$ cat config.mk
export PLATFORM = sky130hd
export DESIGN_NAME = chi_irq_select
export DESIGN_NICKNAME = d
export VERILOG_FILES = /design/src/rtl/chi_pkg.sv /design/src/rtl/chi_irq_select.sv
export SDC_FILE = /design/constraint.sdc
export NUM_CORES = 1
export LEC_CHECK = 0
export BUFFER_PORTS_ARGS = -buffer_cell sky130_fd_sc_hd__buf_2
export CORE_MARGIN = 10
export CORE_UTILIZATION = 30
export CTS_CLUSTER_DIAMETER = 120
export DETAILED_ROUTE_END_ITERATION = 12
export HOLD_SLACK_MARGIN = 0.1
export PLACE_DENSITY = 0.48
export SYNTH_ARGS = -nofsm -noshare
export SYNTH_HDL_FRONTEND = slang
export SYNTH_SLANG_ARGS = --single-unit
$ cat constraint.sdc
create_clock -name sys_clk -period 2.8 [get_ports sys_clk]
set_input_delay 0.42 -clock sys_clk [delete_from_list [all_inputs] [get_ports sys_clk]]
set_output_delay 0.42 -clock sys_clk [all_outputs]
set_load 0.005 [all_outputs]
$ cat src/rtl/chi_pkg.sv
// Constants and types for the counter hardware interrupt select block.
// Assumes a single 100 MHz system clock and an AXI4-Lite register master.
package chi_pkg;

  // ----------------------------------------------------------------------
  // Register map (byte addresses)
  // ----------------------------------------------------------------------
  localparam logic [4:0] CHI_OFF_CTRL    = 5'h00;
  localparam logic [4:0] CHI_OFF_CMPVAL  = 5'h04;
  localparam logic [4:0] CHI_OFF_STATUS  = 5'h08;
  localparam logic [4:0] CHI_OFF_IRQ_EN  = 5'h0c;
  localparam logic [4:0] CHI_OFF_IRQ_PND = 5'h10;

  // Control register fields.
  localparam int CHI_CTRL_MODE_LSB = 0;
  localparam int CHI_CTRL_HWGATE   = 2;
  localparam int CHI_CTRL_CLRSTS   = 3;

  // Status register fields.
  localparam int CHI_COMPARE_HIT_FLAG  = 0;
  localparam int CHI_COUNT_OVERFLOW_FLAG = 1;
  localparam int CHI_COUNT_UNDERFLOW_FLAG = 2;
  localparam int CHI_STS_GATE = 3;

  // Interrupt source positions, shared by enable and pending registers.
  localparam int CHI_IRQ_NUM   = 5;
  localparam int CHI_IRQ_GOPEN = 0;
  localparam int CHI_IRQ_GCLOS = 1;
  localparam int CHI_IRQ_CMP   = 2;
  localparam int CHI_IRQ_OFLW  = 3;
  localparam int CHI_IRQ_UFLW  = 4;

  // Reset values.
  localparam logic [31:0] CHI_RST_CMPVAL = 32'h0000_0000;
  localparam logic [4:0]  CHI_RST_IRQ_EN = 5'h00;

  // AXI responses.
  localparam logic [1:0] CHI_RESP_OKAY   = 2'h0;
  localparam logic [1:0] CHI_RESP_SLVERR = 2'h2;

  // Only this channel owns the hardware gate.
  localparam int CHI_GATE_CHANNEL = 3;

  // Output characteristic of the comparator.
  typedef enum logic [1:0] {
    CHI_CMP_NONE  = 2'h0,
    CHI_CMP_GE    = 2'h1,
    CHI_CMP_LE    = 2'h3,
    CHI_CMP_PULSE = 2'h2
  } chi_cmp_mode_t;

  // Whole state of the block, registered in one process.
  typedef struct packed {
    logic                   gate_s1;
    logic                   gate_s2;
    logic                   gate_d;
    chi_cmp_mode_t          cmp_mode;
    logic                   external_count_gate_en;
    logic [31:0]            cmp_val;
    logic [31:0]            cnt_d;
    logic                   cmp_cond_d;
    logic                   cmp_flag;
    logic                   ovf_flag;
    logic                   udf_flag;
    logic [CHI_IRQ_NUM-1:0] irq_en;
    logic [CHI_IRQ_NUM-1:0] irq_pend;
    logic                   irq;
    logic                   awready;
    logic                   wready;
    logic                   aw_got;
    logic                   w_got;
    logic [4:0]             aw_addr;
    logic [31:0]            wdata;
    logic [3:0]             wstrb;
    logic                   bvalid;
    logic [1:0]             bresp;
    logic                   arready;
    logic                   rvalid;
    logic [31:0]            rdata;
    logic [1:0]             rresp;
  } chi_state_t;

endpackage

$ cat src/rtl/chi_irq_select.sv
// Counter hardware interrupt select: five enabled event sources, sticky
// overflow/underflow flags, a live compare flag and an AXI4-Lite register slave.
// Assumes count value and overflow/underflow pulses come from counter logic
// on sys_clk; the gate input is an asynchronous pin.
`timescale 1ns/100ps
`default_nettype none

// Functional notes
// RULE1: Gate rising edge requests interrupt when enabled.
// RULE2: Gate falling edge requests interrupt when enabled.
// RULE3: Comparator trigger requests interrupt when enabled.
// RULE4: Overflow requests interrupt when enabled.
// RULE5: Underflow requests interrupt when enabled.
// RULE6: Comparator follows chosen output characteristic.
// RULE7: Overflow/underflow flags stick until status clear.
// RULE8: Gate events exist only on channel three.
// RULE9: One request per event; enables reset off.
module chi_irq_select #(
  parameter int CHANNEL = 3
) (
  input  wire logic                    sys_clk,
  input  wire logic                    reset_n,
  input  wire logic                    external_count_gate,
  input  wire logic [31:0]             count_value,
  input  wire logic                    count_overflow_evt,
  input  wire logic                    count_underflow_evt,
  output var  logic                    irq,
  output var  logic                    compare_hit_flag,
  output var  logic                    count_overflow_flag,
  output var  logic                    count_underflow_flag,
  input  wire logic [31:0]             s_axi_awaddr,
  input  wire logic                    s_axi_awvalid,
  output var  logic                    s_axi_awready,
  input  wire logic [31:0]             s_axi_wdata,
  input  wire logic [3:0]              s_axi_wstrb,
  input  wire logic                    s_axi_wvalid,
  output var  logic                    s_axi_wready,
  output var  logic [1:0]              s_axi_bresp,
  output var  logic                    s_axi_bvalid,
  input  wire logic                    s_axi_bready,
  input  wire logic [31:0]             s_axi_araddr,
  input  wire logic                    s_axi_arvalid,
  output var  logic                    s_axi_arready,
  output var  logic [31:0]             s_axi_rdata,
  output var  logic [1:0]              s_axi_rresp,
  output var  logic                    s_axi_rvalid,
  input  wire logic                    s_axi_rready
);
  import chi_pkg::*;

  // ----------------------------------------------------------------------
  // Helpers
  // ----------------------------------------------------------------------

  // Merge a write word into a register under the byte strobes.
  function automatic logic [31:0] merge(input logic [31:0] old_v,
                                        input logic [31:0] new_v,
                                        input logic [3:0]  strb);
    logic [31:0] res;
    res = old_v;
    for (int i = 0; i < 4; i++) begin
      if (strb[i]) begin
        res[i*8 +: 8] = new_v[i*8 +: 8];
      end
    end
    return res;
  endfunction

  // True for the word offsets that exist.
  function automatic logic mapped(input logic [4:0] a);
    return (a == CHI_OFF_CTRL) || (a == CHI_OFF_CMPVAL) || (a == CHI_OFF_STATUS) ||
           (a == CHI_OFF_IRQ_EN) || (a == CHI_OFF_IRQ_PND);
  endfunction

  localparam logic HAS_GATE = (CHANNEL == CHI_GATE_CHANNEL);

  chi_state_t st_r;
  chi_state_t st_nxt;

  // ----------------------------------------------------------------------
  // Next-state logic
  // ----------------------------------------------------------------------

  // Event detection, flags, interrupt bookkeeping and the bus slave.
  always_comb begin
    logic              gate_rise;
    logic              gate_fall;
    logic              cmp_cond;
    logic              cmp_evt;
    logic              clr_sts;
    logic              do_wr;
    logic [31:0]       wval;
    logic [CHI_IRQ_NUM-1:0] evt;
    logic [CHI_IRQ_NUM-1:0] w1c;
    gate_rise = 1'b0;
    gate_fall = 1'b0;
    cmp_cond  = 1'b0;
    cmp_evt   = 1'b0;
    clr_sts   = 1'b0;
    do_wr     = 1'b0;
    wval      = 32'h0000_0000;
    evt       = '0;
    w1c       = '0;
    st_nxt    = st_r;

    // Two-stage synchroniser; only the second stage feeds the edge logic.
    st_nxt.gate_s1 = external_count_gate;
    st_nxt.gate_s2 = st_r.gate_s1;
    st_nxt.gate_d  = st_r.gate_s2;
    // The gate is ignored unless this is the gate channel and it is enabled.
    if (HAS_GATE && st_r.external_count_gate_en) begin // RULE8
      gate_rise = st_r.gate_s2 && !st_r.gate_d; // RULE1
      gate_fall = !st_r.gate_s2 && st_r.gate_d; // RULE2
    end

    // Comparator; edges of the condition make the trigger, so a level that
    // stays true does not raise a stream of requests.
    st_nxt.cnt_d = count_value;
    unique case (st_r.cmp_mode)
      CHI_CMP_NONE:  cmp_cond = 1'b0; // RULE6
      CHI_CMP_GE:    cmp_cond = count_value >= st_r.cmp_val; // RULE6
      CHI_CMP_LE:    cmp_cond = count_value <= st_r.cmp_val; // RULE6
      CHI_CMP_PULSE: cmp_cond = (count_value == st_r.cmp_val) &&
                                (st_r.cnt_d != count_value); // RULE6
    endcase
    st_nxt.cmp_cond_d = cmp_cond;
    st_nxt.cmp_flag   = cmp_cond;
    cmp_evt = cmp_cond && !st_r.cmp_cond_d;

    evt[CHI_IRQ_GOPEN] = gate_rise;
    evt[CHI_IRQ_GCLOS] = gate_fall;
    evt[CHI_IRQ_CMP]   = cmp_evt; // RULE3
    evt[CHI_IRQ_OFLW]  = count_overflow_evt; // RULE4
    evt[CHI_IRQ_UFLW]  = count_underflow_evt; // RULE5

    // Write channel: address and data may arrive in either order.
    if (s_axi_awvalid && st_r.awready) begin
      st_nxt.aw_got  = 1'b1;
      st_nxt.aw_addr = s_axi_awaddr[4:0];
    end
    if (s_axi_wvalid && st_r.wready) begin
      st_nxt.w_got = 1'b1;
      st_nxt.wdata = s_axi_wdata;
      st_nxt.wstrb = s_axi_wstrb;
    end
    if (st_r.bvalid && s_axi_bready) begin
      st_nxt.bvalid = 1'b0;
    end
    if (st_r.aw_got && st_r.w_got && !st_r.bvalid) begin
      do_wr         = 1'b1;
      st_nxt.aw_got = 1'b0;
      st_nxt.w_got  = 1'b0;
      st_nxt.bvalid = 1'b1;
      st_nxt.bresp  = mapped(st_r.aw_addr) ? CHI_RESP_OKAY : CHI_RESP_SLVERR;
    end
    st_nxt.awready = !st_nxt.aw_got && !st_nxt.bvalid;
    st_nxt.wready  = !st_nxt.w_got && !st_nxt.bvalid;

    // Register writes.
    if (do_wr) begin
      unique case (st_r.aw_addr)
        CHI_OFF_CTRL: begin
          wval = merge({28'h0000000, 1'b0, st_r.external_count_gate_en, st_r.cmp_mode},
                       st_r.wdata, st_r.wstrb);
          st_nxt.cmp_mode   = chi_cmp_mode_t'(wval[CHI_CTRL_MODE_LSB +: 2]);
          st_nxt.external_count_gate_en = wval[CHI_CTRL_HWGATE];
          clr_sts           = wval[CHI_CTRL_CLRSTS];
        end
        CHI_OFF_CMPVAL: st_nxt.cmp_val = merge(st_r.cmp_val, st_r.wdata, st_r.wstrb);
        CHI_OFF_IRQ_EN: begin
          wval = merge({27'h0000000, st_r.irq_en}, st_r.wdata, st_r.wstrb);
          st_nxt.irq_en = wval[CHI_IRQ_NUM-1:0];
        end
        CHI_OFF_IRQ_PND: begin
          if (st_r.wstrb[0]) begin
            w1c = st_r.wdata[CHI_IRQ_NUM-1:0];
          end
        end
        default: wval = 32'h0000_0000;
      endcase
    end

    // Sticky limit flags; an event in the clearing cycle wins.
    st_nxt.ovf_flag = (st_r.ovf_flag && !clr_sts) || count_overflow_evt; // RULE7
    st_nxt.udf_flag = (st_r.udf_flag && !clr_sts) || count_underflow_evt; // RULE7

    // A disabled source never pends; a pending bit holds one request until
    // software writes one to it, and a new event beats that write.
    st_nxt.irq_pend = (st_r.irq_pend & ~w1c) | (evt & st_r.irq_en); // RULE9
    st_nxt.irq      = |st_nxt.irq_pend;

    // Read channel.
    if (st_r.rvalid && s_axi_rready) begin
      st_nxt.rvalid = 1'b0;
    end
    if (s_axi_arvalid && st_r.arready) begin
      st_nxt.rvalid = 1'b1;
      st_nxt.rresp  = mapped(s_axi_araddr[4:0]) ? CHI_RESP_OKAY : CHI_RESP_SLVERR;
      st_nxt.rdata  = 32'h0000_0000;
      unique case (s_axi_araddr[4:0])
        CHI_OFF_CTRL:    st_nxt.rdata = {29'h0000000, st_r.external_count_gate_en, st_r.cmp_mode};
        CHI_OFF_CMPVAL:  st_nxt.rdata = st_r.cmp_val;
        CHI_OFF_STATUS:  st_nxt.rdata = {28'h0000000, st_r.gate_s2, st_r.udf_flag,
                                         st_r.ovf_flag, st_r.cmp_flag};
        CHI_OFF_IRQ_EN:  st_nxt.rdata = {27'h0000000, st_r.irq_en};
        CHI_OFF_IRQ_PND: st_nxt.rdata = {27'h0000000, st_r.irq_pend};
        default:         st_nxt.rdata = 32'h0000_0000;
      endcase
    end
    st_nxt.arready = !st_nxt.rvalid;
  end

  // ----------------------------------------------------------------------
  // State register
  // ----------------------------------------------------------------------

  // All enables come up off, so nothing interrupts before configuration.
  always_ff @(posedge sys_clk or negedge reset_n) begin
    if (!reset_n) begin
      st_r          <= '0;
      st_r.cmp_mode <= CHI_CMP_NONE;
      st_r.cmp_val  <= CHI_RST_CMPVAL;
      st_r.irq_en   <= CHI_RST_IRQ_EN; // RULE9
      st_r.awready  <= 1'b1;
      st_r.wready   <= 1'b1;
      st_r.arready  <= 1'b1;
    end else begin
      st_r <= st_nxt;
    end
  end

  // Outputs straight from the state flip-flops.
  assign irq                  = st_r.irq;
  assign compare_hit_flag     = st_r.cmp_flag;
  assign count_overflow_flag  = st_r.ovf_flag;
  assign count_underflow_flag = st_r.udf_flag;
  assign s_axi_awready        = st_r.awready;
  assign s_axi_wready         = st_r.wready;
  assign s_axi_bvalid         = st_r.bvalid;
  assign s_axi_bresp          = st_r.bresp;
  assign s_axi_arready        = st_r.arready;
  assign s_axi_rvalid         = st_r.rvalid;
  assign s_axi_rdata          = st_r.rdata;
  assign s_axi_rresp          = st_r.rresp;

  // ----------------------------------------------------------------------
  // Assertions
  // ----------------------------------------------------------------------

  // Helper for the sticky check: a control write carrying the clear bit.
  logic do_clr_chk;
  assign do_clr_chk = st_r.aw_got && st_r.w_got && !st_r.bvalid &&
                      (st_r.aw_addr == CHI_OFF_CTRL) && st_r.wstrb[0] &&
                      st_r.wdata[CHI_CTRL_CLRSTS];

  AST_GATE_OPEN: assert property (@(posedge sys_clk) disable iff (!reset_n) // RULE1
    (st_r.gate_s2 && !st_r.gate_d && st_r.external_count_gate_en && HAS_GATE &&
     st_r.irq_en[CHI_IRQ_GOPEN]) |=> st_r.irq_pend[CHI_IRQ_GOPEN] && irq)
    else $error("Gate opening did not pend an interrupt.");

  AST_GATE_CLOSE: assert property (@(posedge sys_clk) disable iff (!reset_n) // RULE2
    (!st_r.gate_s2 && st_r.gate_d && st_r.external_count_gate_en && HAS_GATE &&
     st_r.irq_en[CHI_IRQ_GCLOS]) |=> st_r.irq_pend[CHI_IRQ_GCLOS])
    else $error("Gate closing did not pend an interrupt.");

  AST_CMP_EVT: assert property (@(posedge sys_clk) disable iff (!reset_n) // RULE3
    ($rose(st_r.cmp_flag) && $past(st_r.irq_en[CHI_IRQ_CMP])) |-> st_r.irq_pend[CHI_IRQ_CMP])
    else $error("Comparator trigger did not pend an interrupt.");

  AST_OFLW: assert property (@(posedge sys_clk) disable iff (!reset_n) // RULE4
    (count_overflow_evt && st_r.irq_en[CHI_IRQ_OFLW]) |=> irq)
    else $error("Overflow interrupt missing.");

  AST_UFLW: assert property (@(posedge sys_clk) disable iff (!reset_n) // RULE5
    (count_underflow_evt && st_r.irq_en[CHI_IRQ_UFLW]) |=> st_r.irq_pend[CHI_IRQ_UFLW])
    else $error("Underflow interrupt missing.");

  AST_CMP_NONE: assert property (@(posedge sys_clk) disable iff (!reset_n) // RULE6
    (st_r.cmp_mode == CHI_CMP_NONE) [*2] |-> !compare_hit_flag)
    else $error("Compare flag set with no comparison.");

  AST_FLAG_STICKY: assert property (@(posedge sys_clk) disable iff (!reset_n) // RULE7
    (count_overflow_flag && !(do_clr_chk)) |=> count_overflow_flag)
    else $error("Overflow flag dropped without a status clear.");

  AST_NO_GATE: assert property (@(posedge sys_clk) disable iff (!reset_n) // RULE8
    !(HAS_GATE && st_r.external_count_gate_en) |=> !$rose(st_r.irq_pend[CHI_IRQ_GOPEN]))
    else $error("Gate interrupt without a hardware gate.");

  AST_DISABLED: assert property (@(posedge sys_clk) disable iff (!reset_n) // RULE9
    (!st_r.irq_en[CHI_IRQ_OFLW] && !st_r.irq_pend[CHI_IRQ_OFLW]) |=>
      !st_r.irq_pend[CHI_IRQ_OFLW])
    else $error("Disabled source raised a request.");

endmodule

`default_nettype wire

==> impl_metrics.tcl, run 1 <==
set metrics [dict create \
    outcome "finished, final reports clean" \
    irDropWorstVdd_uv 423 \
    synth_seq_area_share 0.561 \
    placedCellCount 1033 \
    rsz0062_at_grt "false" \
    synth_edf_count 0 \
    finClkSkew_ns 0.0106 \
    min_from "count_value[19]" \
    yosysMostFrequentCell "dfrtp_1" \
    async_flop_share 1.00 \
    critPathCaptureType "register" \
    regArea_um2 4160 \
    dpl_cell_area_um2 8270 \
    post_cts_resized 0 \
    cts_max_level 4 \
    wl_met3_um 995 \
    cap_violations 0 \
    max-clock-path-buffers 2 \
    layout-drive-gt1-share 0.346 \
    syn2layout_area_growth_pct 20.8 \
    highest_layer "met5" \
    drv_slew 0 \
    ctsRootBufferMaster "clkbuf_16" \
    fillers 2391 \
    drtIter0Drc 163 \
    final_nets 904 \
    wl_met2_um 8800 \
    antenna_found_initial 4 \
    largest_reg_flops 121 \
    finalCritPeriodShare 0.892 \
    crit_path_start_kind "register" \
    r2r_slack_ns 0.30 \
    final_cells 1068 \
    synth_top_family_by_area "multiplexers" \
    multiInputGateArea_um2 2810 \
    clk_latency_ns 0.42 \
    initial_core_util 0.305 \
    worstMarginPinSlew_ns 1.05 \
    gp_congestion 0.816 \
    clk_pin_slew_ns 0.07 \
    synth.avg_cell_area_um2 12.0 \
    synthXorXnorAreaFrac 0.0378 \
    r2r-end "st_r[87]" \
    num_rows 57 \
    worst_ep_arrival_time_ns 2.84 \
    io_pins 187 \
    p_leak_nw 4.10 \
    synth_fa_ha_area_frac 0.0540 \
    synth_warnings 0 \
    dp_hpwl_um 14700 \
    ant_nets 0 \
    yosys.area.top_type "dfrtp_1" \
    r2r_start "st_r[161]" \
    whs_path_depth 1 \
    synth-compound-area-share 0.0774 \
    cts_tree "done" \
    grt_overflow_total 0 \
    drt-vias-per-instance 4.54 \
    cts.sinks 166 \
    cp.required_ns 3.14 \
    grt.total_usage 0.124 \
    critPathMaxFanout 3 \
    fp.dieH_um 177 \
    synth_cell_types 45 \
    core_area_um2 24300 \
    endpoint "st_r[87]" \
    grt_pass1_wl_um 29900 \
    worstSetupStartpoint "st_r[161]" \
    drc_errors 0 \
    regMostFlops "st_r" \
    grt_pass1_vias 5325 \
    fin_setup_tns_ns 0 \
    met1_length_um 8750 \
    relSlewSlack 0.296 \
    synth_commonest_cells "dfrtp_1 (163), mux2_2 (75), nand2_1 (71)" \
    yosys.area_share.simple 0.0882 \
    fin_crit_ns 2.50 \
    path_class "reg2reg" \
    synthMuxAreaShare 0.119 \
    clock.fmax_mhz 400 \
    first_pass_iters 4 \
    p_per_area_nw_per_um2 799 \
    yosys-top-cells-area "dfrtp_1 (55%), mux2_2 (11%), ha_1 (5.4%)" \
    setup_viol 0 \
    fp.dieArea_um2 31400 \
    fp.dieW_um 177 \
    stdcell_area_um2 8960 \
    ys_ff_latch 166 \
    yosys_most_used_dff "dfrtp_1" \
    portBuffers 130 \
    vias 4845 \
    syn_inst 618 \
    hold_path.class "in2reg" \
    netlist_area_um2 7420 \
    post-route-util 0.368 \
    cts_buffers 17 \
    grt_max_degree 69 \
    avgRoutedWirePerCell_um 17.6 \
    reg2reg_depth 10 \
    synth_top_area_frac 0.550 \
    drt_wl_total_um 18800 \
    final-hold-violation-count 0 \
]
==> how the worst min path moves through the flow <==
stage	to	slack [ns]
finish	st_r[118]	0.15
detailed placement	st_nxt[166]	0.34
global placement	st_nxt[166]	0.34
floorplan	compare_hit_flag	0.12
CTS	st_r[118]	0.13
global route	st_r[118]	0.12
==> layout make-up <==
type,count,area share
timing repair buffer,143,0.0876
multi-input combinational,366,0.313
inverter,36,0.0151
tap,324,0.0453
sequential,166,0.464
clock inverter,11,0.0221
antenna,2,0.000559
clock buffer,20,0.0521
==> cells by family (layout without fill, tap and decap cells) <==
group	after synthesis	after routing
fa+ha+maj	32	32
other cells	1	4
mux	79	79
xor+xnor	32	32
flops	166	166
compound gates	89	89
simple gates	132	132
buf+inv	87	210
==> where the power goes <==
part	internal, mW	switching [mW]	total, mW
registers	2.92	0.358	3.28
clock network	1.65	0.956	2.61
logic	0.686	0.579	1.26
==> what timing repair did <==
item,CTS,global route
hold buffers,2,0
endpoints found under the hold margin,42,0
buffers inserted,0,0
==> critical path: stages (launching register included) <==
cell and delay, ns:
dfrtp_1 0.35, inv_1 0.06, ha_1 0.31, nand4_1 0.18, nor4_1 0.54, buf_4 0.21, nand4_1 0.11, a21oi_1 0.18
a21oi_1 0.09, and3b_1 0.22, o21ai_1 0.17
==> cells in the final DEF (no fill, tap or decap), drive strengths merged, types with 3 or more instances in the layout <==
cell | Yosys | final
nor2b | 3 | 3
nor2 | 10 | 10
dfstp | 3 | 3
a21oi | 17 | 17
and2 | 3 | 3
dfrtp | 163 | 163
a21o | 5 | 5
nor3 | 5 | 5
nand4 | 13 | 13
o31ai | 27 | 27
nor4 | 6 | 6
bufinv | 0 | 5
o21ai | 25 | 25
ha | 32 | 32
nand3 | 5 | 5
buf | 38 | 141
clkinv | 0 | 5
nand2b | 3 | 3
xnor2 | 32 | 32
mux2i | 4 | 4
mux2 | 75 | 75
clkbuf | 13 | 20
inv | 36 | 36
nand2 | 71 | 71
o21a | 3 | 3
and3b | 3 | 3
==> layer usage <==
metal,vias to the layer above,track usage
met2,106,0.196
met4,4,0.0350
li1,2348,-
met1,2370,0.159
met5,-,0
met3,17,0.0378
==> stage by stage <==
stage               worst slack [ns]  hold slack (ns)  total power, mW
floorplan                      0.508            0.124             4.11
global placement               0.131            0.337             4.55
detailed placement             0.130            0.336             4.62
CTS                            0.258            0.126             7.27
global route                  0.0716            0.123             7.57
finish                         0.302            0.149             7.16
No activity file was read; power rests on OpenSTA's default activity.
==> run 2: changes to the inputs <==
--- a/config.mk
+++ b/config.mk
@@ -5,13 +5,14 @@
 export SDC_FILE = /design/constraint.sdc
 export NUM_CORES = 1
 export LEC_CHECK = 0
+export ABC_AREA = 1
 export BUFFER_PORTS_ARGS = -buffer_cell sky130_fd_sc_hd__buf_2
 export CORE_MARGIN = 10
-export CORE_UTILIZATION = 30
+export CORE_UTILIZATION = 54
 export CTS_CLUSTER_DIAMETER = 120
 export DETAILED_ROUTE_END_ITERATION = 12
 export HOLD_SLACK_MARGIN = 0.1
-export PLACE_DENSITY = 0.48
+export PLACE_DENSITY = 0.79
 export SYNTH_ARGS = -nofsm -noshare
 export SYNTH_HDL_FRONTEND = slang
 export SYNTH_SLANG_ARGS = --single-unit
==> impl_metrics.tcl, run 2 <==
set metrics [dict create \
    outcome "finished, final reports clean" \
    clockPowerShare 0.330 \
    critPathCaptureType "register" \
    grt_use_met1 0.232 \
    cts_tree "done" \
    cts_buffers 17 \
    ctsRootBufferMaster "clkbuf_16" \
    fp.dieW_um 139 \
    clk_pin_slew_ns 0.06 \
    critPathMaxFanout 3 \
    relSlewSlack 0.578 \
    vias 5688 \
    worstMarginPinSlew_ns 0.627 \
    rsz0062_at_grt "false" \
    worst_ep_arrival_time_ns 2.25 \
    fin_setup_tns_ns 0 \
    drc_errors 0 \
    final-hold-violation-count 0 \
    drt-vias-per-instance 4.95 \
    io_pins 187 \
    synth_warnings 0 \
    grt_pass1_wl_um 28100 \
    seqPwrFrac 0.433 \
    yosysMostFrequentCell "nand2_1" \
    ant_nets 0 \
    avgRoutedWirePerCell_um 15.0 \
    finClkSkew_ns 0.00548 \
    grt_overflow_total 0 \
    core_area_um2 13800 \
    yosys-top-cells-area "dfrtp_1 (54%), nand2_1 (14%), ha_1 (5.3%)" \
    initial_core_util 0.550 \
    layout_commonest_cell "nand2_1" \
    synth_commonest_cells "nand2_1 (286), dfrtp_1 (163), inv_1 (82)" \
    grt.busiest_layer "met2" \
    path_class "reg2reg" \
    yosys_most_used_dff "dfrtp_1" \
    netlist_area_um2 7610 \
    fp.dieH_um 139 \
    gp_congestion 0.907 \
    grt_max_degree 61 \
    fp.dieArea_um2 19200 \
    p_sw_frac 0.309 \
    portBuffers 130 \
    whs_path_depth 1 \
    fillers 1148 \
    synth.avg_cell_area_um2 8.98 \
    finalCritPeriodShare 0.696 \
    synth_cell_types 34 \
    grt_pass1_vias 5644 \
    first_pass_iters 5 \
    synth_seq_area_share 0.546 \
    async_flop_share 1.00 \
    largest_reg_flops 121 \
    synth_edf_count 0 \
    dp_hpwl_um 12700 \
    reg2reg_depth 11 \
    p_int_mw 5.35 \
    setup_viol 0 \
    drtIter0Drc 398 \
    irDropWorstVdd_uv 485 \
    regMostFlops "st_r" \
    cp.required_ns 3.10 \
    clock.fmax_mhz 513 \
    grt.total_usage 0.178 \
    drt_wl_total_um 17200 \
    clk_latency_ns 0.42 \
    hold_path.class "in2reg" \
    yosys.area.top_type "dfrtp_1" \
    syn_inst 848 \
    final_nets 1126 \
    met2_usage 0.283 \
    antenna_found_initial 4 \
    crit_path_start_kind "register" \
    num_rows 43 \
    hold_slack_ns 0.136 \
    cts_max_level 4 \
    p_per_area_nw_per_um2 870 \
    drv_slew 0 \
    syn2layout_area_growth_pct 16.9 \
    post_cts_buffers 0 \
    final_cell_mix "nand2_1 (285), dfrtp_1 (163), buf_2 (129)" \
    max-clock-path-buffers 2 \
    layout-drive-gt1-share 0.197 \
    grtUsageMet3 0.0408 \
    cap_violations 0 \
    cts.sinks 166 \
    p_sw_mw 2.39 \
    ys_ff_latch 166 \
    fin_crit_ns 1.95 \
    pwr-share-comb 0.237 \
    synth_top_area_frac 0.536 \
    p_leak_nw 4.55 \
]
-- run 2: changes by cell type after synthesis, sizes merged, moves of 4 or more --
| cell | before | now |
|---|---|---|
| nand4 | 13 | 1 |
| mux2i | 4 | 0 |
| nor2 | 10 | 53 |
| nand2 | 71 | 288 |
| a21oi | 17 | 28 |
| inv | 36 | 86 |
| nand3 | 5 | 15 |
| mux2 | 75 | 0 |
| o21ai | 25 | 54 |
| xnor2 | 32 | 23 |
-- run 2: layer usage --
metal,wire [um],vias up,part of all wire
met3,868,25,0.050
met5,0,-,0
met1,7860,2637,0.46
met4,323,0,0.019
met2,8140,148,0.47
li1,-,2878,-
-- run 2: final timing paths --
path	start	end	slack, ns
worst max-delay path	st_r[150]	irq	0.85
max in group asynchronous	reset_n	s_axi_rdata[28]	1.35
worst max register to register	st_r[150]	irq	0.85
min in group asynchronous	reset_n	st_r[125]	0.56
worst min register to register	st_nxt[167]	st_nxt[166]	0.35
worst min-delay path	count_value[0]	st_r[99]	0.14
-- run 2: logic make-up (layout without fill, tap and decap cells) --
kind of cell             Yosys count  after routing  share of synthesized area
adder cells (fa/ha/maj)           32             32                     0.0526
XOR/XNOR                          23             23                     0.0265
flip-flops                       166            166                      0.546
buffers and inverters            143            259                     0.0898
other                              1              6                   0.000493
AO/OA/AOI/OAI                    118            118                     0.0907
AND/OR/NAND/NOR                  365            365                      0.194
-- run 2: area by class of cell --
| class | count | area [um^2] | share of cell area |
|---|---|---|---|
| timing repair buffer | 140 | 749 | 0.0842 |
| clock buffer | 23 | 478 | 0.0537 |
| sequential | 166 | 4160 | 0.467 |
| multi-input combinational | 540 | 2780 | 0.312 |
| clock inverter | 9 | 173 | 0.0194 |
| tap | 180 | 225 | 0.0253 |
| inverter | 87 | 327 | 0.0367 |
| antenna | 4 | 10.0 | 0.00113 |
-- run 2: per-stage QoR --
step	power [mW]	setup slack (ns)	instance area [um^2]	util	instances
2_1_floorplan	4.61	1.12	7610	-	849
3_3_place_gp	5.11	0.671	8220	0.594	1111
4_1_cts	7.81	0.809	8890	0.643	1145
5_1_grt	8.23	0.653	8900	0.643	1149
3_5_place_dp	5.21	0.650	8220	0.594	1111
6_report	7.74	0.851	8900	0.643	1149
-- run 2: timing repair --
item	4_1_cts	5_1_grt
hold buffers	2	0
resized for setup	0	0
endpoints found under the hold margin	54	0
-- run 2: power groups by stage --
| stage | combinational (mW) | sequential [mW] | clock (mW) |
|---|---|---|---|
| floorplan | 1.31 | 3.31 | 0 |
| global placement | 1.76 | 3.36 | 0 |
| detailed placement | 1.83 | 3.38 | 0 |
| CTS | 1.86 | 3.35 | 2.59 |
| global route | 2.13 | 3.42 | 2.69 |
| finish | 1.83 | 3.35 | 2.55 |
-- run 2: worst max-delay path: stages (launching register included) --
cell and delay [ns]:
dfrtp_1 0.35, inv_1 0.10, ha_1 0.25, a21o_1 0.20, o21ai_0 0.16, nand2_1 0.07, a21oi_1 0.19, nand2_1 0.11
o21ai_1 0.13, nand2_1 0.09, nand2_1 0.10, nand3_1 0.08
